File: config.mk
export PLATFORM = sky130hd
export DESIGN_NAME = pps_out_select
export DESIGN_NICKNAME = d
export VERILOG_FILES = /design/src/inc/pps_pkg.sv /design/src/hdl/pps_out_select.sv
export SDC_FILE = /design/constraint.sdc
export NUM_CORES = 2
export LEC_CHECK = 0
export BUFFER_PORTS_ARGS = -buffer_cell sky130_fd_sc_hd__clkbuf_2
export CAP_MARGIN = 40
export CORE_ASPECT_RATIO = 0.8
export CORE_MARGIN = 1
export CORE_UTILIZATION = 50
export DETAILED_ROUTE_END_ITERATION = 6
export HOLD_SLACK_MARGIN = 0.03
export PLACE_DENSITY_LB_ADDON = 0.05
export SLEW_MARGIN = 40
export SYNTH_ARGS = -nofsm -noshare
export SYNTH_HDL_FRONTEND = slang
export SYNTH_SLANG_ARGS = --single-unit
export TNS_END_PERCENT = 5
File: constraint.sdc
create_clock -name clk_sys -period 3.2 [get_ports clk_sys]
set_input_delay 0.16 -clock clk_sys [delete_from_list [all_inputs] [get_ports clk_sys]]
set_output_delay 0.16 -clock clk_sys [all_outputs]
set_load 0.005 [all_outputs]
File: src/inc/pps_pkg.sv
// constants, types and register map of the remappable pin select block
package pps_pkg;
    localparam int          SEL_W       = 6;
    localparam int          NUM_OUT     = 32;
    localparam int          NUM_OUT_REG = 16;
    localparam int          NUM_PIN     = 44;
    localparam int          NUM_SRC     = 37;
    localparam int          NUM_EV      = 4;
    localparam logic [11:0] OSC_OFS     = 12'h000;
    localparam logic [11:0] STAT_OFS    = 12'h004;
    localparam logic [11:0] MASK_OFS    = 12'h008;
    localparam logic [11:0] CFG_OFS     = 12'h00c;
    localparam logic [11:0] OUT_BASE    = 12'h100;
    localparam logic [11:0] IN_BASE     = 12'h200;
    localparam int          LOCK_BIT    = 6;
    localparam int          ONE_WAY_BIT = 4;
    localparam int          HI_LSB      = 8;
    localparam logic [7:0]  KEY_ONE     = 8'h46;
    localparam logic [7:0]  KEY_TWO     = 8'h57;
    localparam logic [5:0]  OUT_NULL    = 6'h00;
    localparam logic [5:0]  IN_RESET    = 6'h3f;
    localparam logic [5:0]  IN_MAX      = 6'h2b;
    localparam logic        ONE_WAY_RST = 1'b1;
    localparam logic        LOCK_RST    = 1'b0;
    // status and mask bit positions
    localparam int          EV_KEY      = 0;
    localparam int          EV_LOCK     = 1;
    localparam int          EV_BLOCK    = 2;
    localparam int          EV_MISMATCH = 3;

    typedef enum logic [1:0] {
        KS_IDLE = 2'b00,
        KS_KEY1 = 2'b01,
        KS_KEY2 = 2'b10
    } pps_key_state_t;

    typedef struct packed {
        logic [5:0] hi;
        logic [5:0] lo;
    } pps_sel_pair_t;

    typedef struct packed {
        logic        psel;
        logic        penable;
        logic        pwrite;
        logic [11:0] paddr;
        logic [31:0] pwdata;
    } pps_apb_req_t;

    typedef struct packed {
        logic        pready;
        logic        pslverr;
        logic [31:0] prdata;
    } pps_apb_rsp_t;
endpackage

File: src/hdl/pps_out_select.sv
// remappable pin select: output matrix, input selectors, write lock and shadow monitor
//
// How it works
// - each output register holds two 6-bit fields, one per remappable pin
// - code zero disconnects the pin from every peripheral output
// - codes 1-12, 18-25, 28-36 pick peripheral outputs; others drive nothing
// - reset puts every output selector at the null code
// - any output may drive many pins, any pin may feed many inputs
// - input codes above 43 or for absent pins give a low input
// - fields of absent output pins ignore writes and read zero
// - while locked, selector writes complete but change nothing
// - lock bit is bit 6 of the oscillator control register
// - write 46h, then 57h, then the lock value in one write
// - lock bit holds its value until deliberately changed
// - shadow copies are compared always; a mismatch raises a reset request
// - with one-way option set, a set lock cannot be cleared before reset
// - one-way option resets to active; writing zero allows many sessions
// - up to 44 pins, 32 bidirectional and 12 input only
// - small package lacks pins 5, 15, 30, 31, 32-36 and 38-43
// - input selectors reset to all ones, tying inputs low
// - lock bit resets unlocked
//
// Our own choices: register access over APB and the register addresses.
`timescale 1ns/1ps
module pps_out_select #(
    parameter int NUM_IN_REGS = 30,
    parameter bit SMALL_PKG   = 1'b0
) (
    input  wire logic                       clk_sys,
    input  wire logic                       rst_b,
    input  wire pps_pkg::pps_apb_req_t      apbReq,
    output pps_pkg::pps_apb_rsp_t           apbRsp,
    input  wire logic [pps_pkg::NUM_SRC-1:0] periphOut,
    input  wire logic [pps_pkg::NUM_PIN-1:0] pinIn,
    output logic [pps_pkg::NUM_OUT-1:0]     pinOut,
    output logic [pps_pkg::NUM_OUT-1:0]     pinOutEn,
    output logic [2*NUM_IN_REGS-1:0]        periphIn,
    output logic                            cfgMismatchRst,
    output logic                            irq
);
    import pps_pkg::*;

    if (NUM_IN_REGS < 1 || NUM_IN_REGS > 32) begin : g_chk
        $error("NUM_IN_REGS must be 1 to 32");
    end

    // pin present on this package
    function automatic logic pinImpl(input logic [5:0] code);
        logic ok;
        ok = (code <= IN_MAX);
        if (SMALL_PKG) begin
            if (code == 6'h05 || code == 6'h0f || code == 6'h1e || code == 6'h1f)
                ok = 1'b0;
            if (code >= 6'h20 && code != 6'h25)
                ok = 1'b0;
        end
        return ok;
    endfunction

    // output code names a real peripheral output
    function automatic logic outValid(input logic [5:0] code);
        return (code >= 6'h01 && code <= 6'h0c) || (code >= 6'h12 && code <= 6'h19)
            || (code >= 6'h1c && code <= 6'h24);
    endfunction

    pps_sel_pair_t  outSel_r  [NUM_OUT_REG];
    pps_sel_pair_t  outShd_r  [NUM_OUT_REG];
    pps_sel_pair_t  inSel_r   [NUM_IN_REGS];
    pps_sel_pair_t  inShd_r   [NUM_IN_REGS];
    pps_key_state_t keyState_r;
    logic                lock_r;
    logic                oneWay_r;
    logic [NUM_EV-1:0]   stat_r;
    logic [NUM_EV-1:0]   mask_r;
    logic [NUM_EV-1:0]   events;
    logic [NUM_PIN-1:0]  sync1_r;
    logic [NUM_PIN-1:0]  sync2_r;
    logic [NUM_PIN-1:0]  sync3_r;
    logic [NUM_PIN-1:0]  pinFlt_r;
    logic [5:0]          outCode   [NUM_OUT];
    logic [5:0]          inCode    [2*NUM_IN_REGS];
    logic                wrEn;
    logic                oscWr;
    logic                outWr;
    logic                inWr;
    logic                mismatch;
    logic [4:0]          regIdx;
    logic [7:0]          wrByte;
    logic                lockNxt;
    logic [31:0]         rdData;
    logic                rdErr;

    // bus write strobe at the access edge
    assign wrEn   = apbReq.psel & apbReq.penable & apbRsp.pready & apbReq.pwrite;
    assign regIdx = apbReq.paddr[6:2];
    assign wrByte = apbReq.pwdata[7:0];
    assign oscWr  = wrEn && apbReq.paddr == OSC_OFS;
    assign outWr  = wrEn && apbReq.paddr >= OUT_BASE
                    && apbReq.paddr < OUT_BASE + 12'(4 * NUM_OUT_REG)
                    && apbReq.paddr[1:0] == 2'b00;
    assign inWr   = wrEn && apbReq.paddr >= IN_BASE
                    && apbReq.paddr < IN_BASE + 12'(4 * NUM_IN_REGS)
                    && apbReq.paddr[1:0] == 2'b00;

    // flat views of the selector fields
    for (genvar p = 0; p < NUM_OUT / 2; p++) begin : g_oc
        assign outCode[2*p]   = outSel_r[p].lo;
        assign outCode[2*p+1] = outSel_r[p].hi;
    end
    for (genvar q = 0; q < NUM_IN_REGS; q++) begin : g_ic
        assign inCode[2*q]   = inSel_r[q].lo;
        assign inCode[2*q+1] = inSel_r[q].hi;
    end

    // apb answer: ready one cycle after setup, unmapped gives pslverr
    always_comb begin
        rdData = 32'h0000_0000;
        rdErr  = 1'b0;
        if (apbReq.paddr == OSC_OFS) begin
            rdData[LOCK_BIT] = lock_r;
        end else if (apbReq.paddr == STAT_OFS) begin
            rdData[NUM_EV-1:0] = stat_r;
        end else if (apbReq.paddr == MASK_OFS) begin
            rdData[NUM_EV-1:0] = mask_r;
        end else if (apbReq.paddr == CFG_OFS) begin
            rdData[ONE_WAY_BIT] = oneWay_r;
        end else if (apbReq.paddr >= OUT_BASE && apbReq.paddr < OUT_BASE + 12'h040
                     && apbReq.paddr[1:0] == 2'b00) begin
            rdData[5:0]           = outSel_r[regIdx[3:0]].lo;
            rdData[HI_LSB+5:HI_LSB] = outSel_r[regIdx[3:0]].hi;
        end else if (inWr | (apbReq.paddr >= IN_BASE
                     && apbReq.paddr < IN_BASE + 12'(4 * NUM_IN_REGS)
                     && apbReq.paddr[1:0] == 2'b00)) begin
            rdData[5:0]           = inSel_r[regIdx].lo;
            rdData[HI_LSB+5:HI_LSB] = inSel_r[regIdx].hi;
        end else begin
            rdErr = 1'b1;
        end
    end

    always_ff @(posedge clk_sys or negedge rst_b) begin
        if (!rst_b) begin
            apbRsp <= '0;
        end else begin
            apbRsp.pready  <= apbReq.psel & ~apbReq.penable & ~apbRsp.pready;
            apbRsp.pslverr <= rdErr;
            apbRsp.prdata  <= apbReq.pwrite ? 32'h0000_0000 : rdData;
        end
    end

    // unlock key sequence; any other write aborts it
    always_comb begin
        lockNxt = lock_r;
        if (oscWr && keyState_r == KS_KEY2) begin
            lockNxt = apbReq.pwdata[LOCK_BIT];
            if (oneWay_r && lock_r)
                lockNxt = 1'b1;
        end
    end

    always_ff @(posedge clk_sys or negedge rst_b) begin
        if (!rst_b) begin
            keyState_r <= KS_IDLE;
        end else if (wrEn) begin
            case (keyState_r)
                KS_IDLE: begin
                    keyState_r <= (oscWr && wrByte == KEY_ONE) ? KS_KEY1 : KS_IDLE;
                end
                KS_KEY1: begin
                    keyState_r <= (oscWr && wrByte == KEY_TWO) ? KS_KEY2 : KS_IDLE;
                end
                default: begin
                    keyState_r <= KS_IDLE;
                end
            endcase
        end
    end

    // lock bit changes only through the key sequence
    always_ff @(posedge clk_sys or negedge rst_b) begin
        if (!rst_b) begin
            lock_r <= LOCK_RST;
        end else begin
            lock_r <= lockNxt;
        end
    end

    // one-way option, changeable only while unlocked
    always_ff @(posedge clk_sys or negedge rst_b) begin
        if (!rst_b) begin
            oneWay_r <= ONE_WAY_RST;
        end else if (wrEn && apbReq.paddr == CFG_OFS && !lock_r) begin
            oneWay_r <= apbReq.pwdata[ONE_WAY_BIT];
        end
    end

    // output selectors and their shadows
    always_ff @(posedge clk_sys or negedge rst_b) begin
        if (!rst_b) begin
            for (int i = 0; i < NUM_OUT_REG; i++) begin
                outSel_r[i] <= '{hi: OUT_NULL, lo: OUT_NULL};
                outShd_r[i] <= '{hi: OUT_NULL, lo: OUT_NULL};
            end
        end else if (outWr && !lock_r) begin
            if (pinImpl({regIdx, 1'b0})) begin
                outSel_r[regIdx[3:0]].lo <= apbReq.pwdata[5:0];
                outShd_r[regIdx[3:0]].lo <= apbReq.pwdata[5:0];
            end
            if (pinImpl({regIdx, 1'b1})) begin
                outSel_r[regIdx[3:0]].hi <= apbReq.pwdata[HI_LSB+5:HI_LSB];
                outShd_r[regIdx[3:0]].hi <= apbReq.pwdata[HI_LSB+5:HI_LSB];
            end
        end
    end

    // input selectors and their shadows
    always_ff @(posedge clk_sys or negedge rst_b) begin
        if (!rst_b) begin
            for (int i = 0; i < NUM_IN_REGS; i++) begin
                inSel_r[i] <= '{hi: IN_RESET, lo: IN_RESET};
                inShd_r[i] <= '{hi: IN_RESET, lo: IN_RESET};
            end
        end else if (inWr && !lock_r) begin
            inSel_r[regIdx].lo <= apbReq.pwdata[5:0];
            inSel_r[regIdx].hi <= apbReq.pwdata[HI_LSB+5:HI_LSB];
            inShd_r[regIdx].lo <= apbReq.pwdata[5:0];
            inShd_r[regIdx].hi <= apbReq.pwdata[HI_LSB+5:HI_LSB];
        end
    end

    // continuous shadow comparison
    always_comb begin
        mismatch = 1'b0;
        for (int i = 0; i < NUM_OUT_REG; i++)
            mismatch = mismatch | (outSel_r[i] != outShd_r[i]);
        for (int i = 0; i < NUM_IN_REGS; i++)
            mismatch = mismatch | (inSel_r[i] != inShd_r[i]);
    end

    always_ff @(posedge clk_sys or negedge rst_b) begin
        if (!rst_b) begin
            cfgMismatchRst <= 1'b0;
        end else begin
            cfgMismatchRst <= mismatch;
        end
    end

    // output matrix: each pin picks its own source, sources may repeat
    always_ff @(posedge clk_sys or negedge rst_b) begin
        if (!rst_b) begin
            pinOut   <= '0;
            pinOutEn <= '0;
        end else begin
            for (int p = 0; p < NUM_OUT; p++) begin
                pinOutEn[p] <= outValid(outCode[p]);
                pinOut[p]   <= outValid(outCode[p]) ? periphOut[outCode[p]] : 1'b0;
            end
        end
    end

    // pin input synchronisers, a change counts when stages two and three agree
    always_ff @(posedge clk_sys or negedge rst_b) begin
        if (!rst_b) begin
            sync1_r  <= '0;
            sync2_r  <= '0;
            sync3_r  <= '0;
            pinFlt_r <= '0;
        end else begin
            sync1_r  <= pinIn;
            sync2_r  <= sync1_r;
            sync3_r  <= sync2_r;
            pinFlt_r <= (sync2_r & sync3_r) | (pinFlt_r & (sync2_r ^ sync3_r));
        end
    end

    // input routing, invalid or absent pins feed a low level
    always_ff @(posedge clk_sys or negedge rst_b) begin
        if (!rst_b) begin
            periphIn <= '0;
        end else begin
            for (int f = 0; f < 2 * NUM_IN_REGS; f++)
                periphIn[f] <= pinImpl(inCode[f]) ? pinFlt_r[inCode[f]] : 1'b0;
        end
    end

    // events, sticky status with set winning over clear, mask and interrupt
    assign events[EV_KEY]      = oscWr && keyState_r == KS_KEY2;
    assign events[EV_LOCK]     = lockNxt != lock_r;
    assign events[EV_BLOCK]    = (outWr | inWr) & lock_r;
    assign events[EV_MISMATCH] = mismatch;

    always_ff @(posedge clk_sys or negedge rst_b) begin
        if (!rst_b) begin
            stat_r <= '0;
            mask_r <= '0;
        end else begin
            if (wrEn && apbReq.paddr == STAT_OFS)
                stat_r <= (stat_r & ~apbReq.pwdata[NUM_EV-1:0]) | events;
            else
                stat_r <= stat_r | events;
            if (wrEn && apbReq.paddr == MASK_OFS)
                mask_r <= apbReq.pwdata[NUM_EV-1:0];
        end
    end

    always_ff @(posedge clk_sys or negedge rst_b) begin
        if (!rst_b) begin
            irq <= 1'b0;
        end else begin
            irq <= |(stat_r & mask_r);
        end
    end
endmodule

==> impl_metrics.ini <==
[worst_setup_path]
cp_num_buf_inv = 5
critPathMaxStageDelay_ps = 650
r2r-end = periphIn[48]
path_delay_family = buffers and inverters
slowest_stage = dlygate4sd3_1
path_depth = 9
path_class = in2reg
crit_path_max_fanout = 13
critical_path_arrival_ps = 3710
r2r_slack_ps = 300
path_cells = dlygate4sd3_1 -> clkbuf_2 -> buf_4 -> or4_1 -> dlygate4sd3_1 -> nor4_4 -> nand4_1 -> dlygate4sd3_1 -> o41ai_1
cpMostUsedCell = dlygate4sd3_1
reg2reg_from = pinFlt_r[22]
worstPathRequired_ps = 3850
cp-start-kind = input port
rr_worst_depth = 7
critPathCaptureType = flip-flop

[pwr]
power_density_nw_per_um2 = 394
leakagePower_uw = 0.0283
irDropWorstVdd_uv = 476
power_uw = 31000

[sta]
hold_ws_ps = 66.7
finalSetupViolations = 0
period_share_pct = 95.7
worst_slew_pin_slew_ps = 892
relSlewSlack_pct = 40.5
finalHoldViolCount = 0
tns_ps = 0
fin_crit_ps = 3060
rsz0062_at_grt = false
finClkSkew_ps = 58.8
fmax_mhz = 327
slew_viol_final = 0

[clocking]
cts_tree = yes
clkTransAtPathRegs_ps = 60
postCtsSetupBuffers = 0
h-tree-depth = 3
cts_buffer_depth = 3
cts-root-buf = clkbuf_16
numCtsBuffers = 98
insertion_delay_ps = 780
cts_num_sinks = 880

[synth]
yosys-top-cells-count = mux4_2 (1,159), clkbuf_1 (694), mux2_2 (594), dfrtp_1 (519), dfstp_2 (361)
synth.cell_area_um2 = 70500
synth.avg_cell_area_um2 = 13.6
synth_most_common_cell = mux4_2
synth_cell_types = 71
syn_inst = 5187
synthArstFlopShare_pct = 100
synth_edf_count = 0
synth_top_area_share_pct = 37.0
seq_area_frac_synth_pct = 31.9
synth_ff_type = dfrtp_1
yosysTopAreaCell = mux4_2
synth_seq_cells = 880
synth_area_leaders = mux4_2 (37%), dfrtp_1 (18%), dfstp_2 (13%)
synth-warning-count = 0

[cells_and_area]
design_area_um2 = 78600
seq_area_um2 = 22600
nets = 5247
syn2layout_area_growth_pct = 11.5
n_fill_cell = 11300
drive_gt1_share_pct = 57.3
multiInputGateArea_um2 = 44100

[routing]
wirelength_mm = 280
dr.pass1.iters = 6
ant_nets = 0
dr_total_vias = 54400
viasPerCell = 7.75
drtIter0Drc = 7822
drc_errors = 0
post_drt_wl_per_cell_um = 39.9

[hold_path]
worst_hold_path.endpoint = sync1_r[25]
whs_path_depth = 2
min-delay-path-class = in2reg
hp-start = pinIn[25]

[global_route]
grt_pass1_wl_mm = 400
grt_max_degree = 125
antenna_found_initial = 11
grtUsageTotal_pct = 39.2
grt_pass1_vias = 52500
overflow = 0

[floorplanning]
die_h_um = 338
die_x_um = 422
core_um2 = 139000
rows = 122
initial_core_util_pct = 50.7
dieArea_um2 = 143000
boundaryPins = 290

[place]
dp_hpwl_mm = 178
portBuffers = 251
place.gp.congestion = 0.938
placed_area_um2 = 74000

[job]
drv_cap = 0

[outcome]
outcome = completed
cell families (layout without fill, tap and decap cells):
group / Yosys count / after routing / synth area share, %
simple gates: 533 / 533 / 4.50
compound gates: 629 / 629 / 5.62
other cells: 1 / 29 / 0.00532
fa+ha+maj: 44 / 44 / 0.781
mux: 2092 / 2092 / 51.3
flops: 880 / 880 / 31.9
buf+inv: 992 / 945 / 5.73
xor+xnor: 16 / 16 / 0.199
placed cells by master, fill, tap and decap left out, types with 44 or more instances in the layout:
master	Yosys	layout
buf_12	0	71
dfstp_2	361	361
mux2i_1	338	338
clkbuf_2	1	246
nand3b_1	106	106
nor2_1	51	50
dfrtp_1	519	471
mux2_2	594	594
a21oi_1	104	104
nand2_1	100	100
buf_4	46	240
clkbuf_16	0	99
inv_1	88	88
ha_1	44	44
o21ai_0	266	266
dlygate4sd3_1	0	101
mux4_2	1159	1159
a21o_1	47	47
nand3_1	58	58
report_power, final:
group,leakage (uW),internal (uW),switching [uW]
combinational,0.0162,2690,3350
sequential,0.0104,11400,891
clock,0.00173,7230,5410
metrics by stage:
| step | util, % | std cells | worst slack, ps |
|---|---|---|---|
| 6_report | 56.5 | 7028 | 138 |
| 5_1_grt | 56.5 | 7020 | 70.9 |
| 4_1_cts | 56.4 | 7019 | 31.5 |
| 3_5_place_dp | 53.1 | 6731 | 342 |
| 3_3_place_gp | 52.8 | 6713 | 420 |
| 2_1_floorplan | - | 5206 | 928 |
registers in the layout, indices dropped and copies added (netlist names):
register	flops
inCode	360
keyState_r	2
oneWay_r	1
sync2_r	44
pinOut	32
lock_r	1
periphIn	60
outCode	192
sync1_r	44
sync3_r	44
mask_r	4
stat_r	4
irq	1
apbRsp	15
pinOutEn	32
pinFlt_r	44
layout make-up:
class                      instances  share of cell area, %
antenna                            9                 0.0286
multi-input combinational       3334                   56.1
clock buffer                     137                   3.59
timing repair buffer             670                   7.21
tap                             1860                   2.96
clock inverter                    49                  0.961
inverter                          89                  0.425
sequential                       880                   28.7
worst max path at each step:
| stage | slack [ps] | end | from |
|---|---|---|---|
| floorplan | 930 | periphIn[58] | inCode[6] |
| global placement | 420 | periphIn[20] | pinFlt_r[3] |
| detailed placement | 340 | inCode[227] | apbReq[37] |
| CTS | 30 | keyState_r[0] | apbReq[38] |
| global route | 70 | keyState_r[0] | apbReq[38] |
| finish | 140 | keyState_r[0] | apbReq[38] |
what timing repair did:
action / in CTS / in global routing
hold endpoints to repair: 436 / 0
gates resized for setup: 0 / 2
hold buffers: 102 / 0
setup endpoints to repair: 0 / 2
metal layers:
layer	wire length [um]	vias to the layer above	global-route usage (%)
li1	-	20400	-
met4	16200	2	18.9
met3	37100	1013	12.7
met2	123000	4579	57.6
met5	13	-	0
met1	104000	28400	52.9
Note: power is estimated with default switching activity, not from simulation.
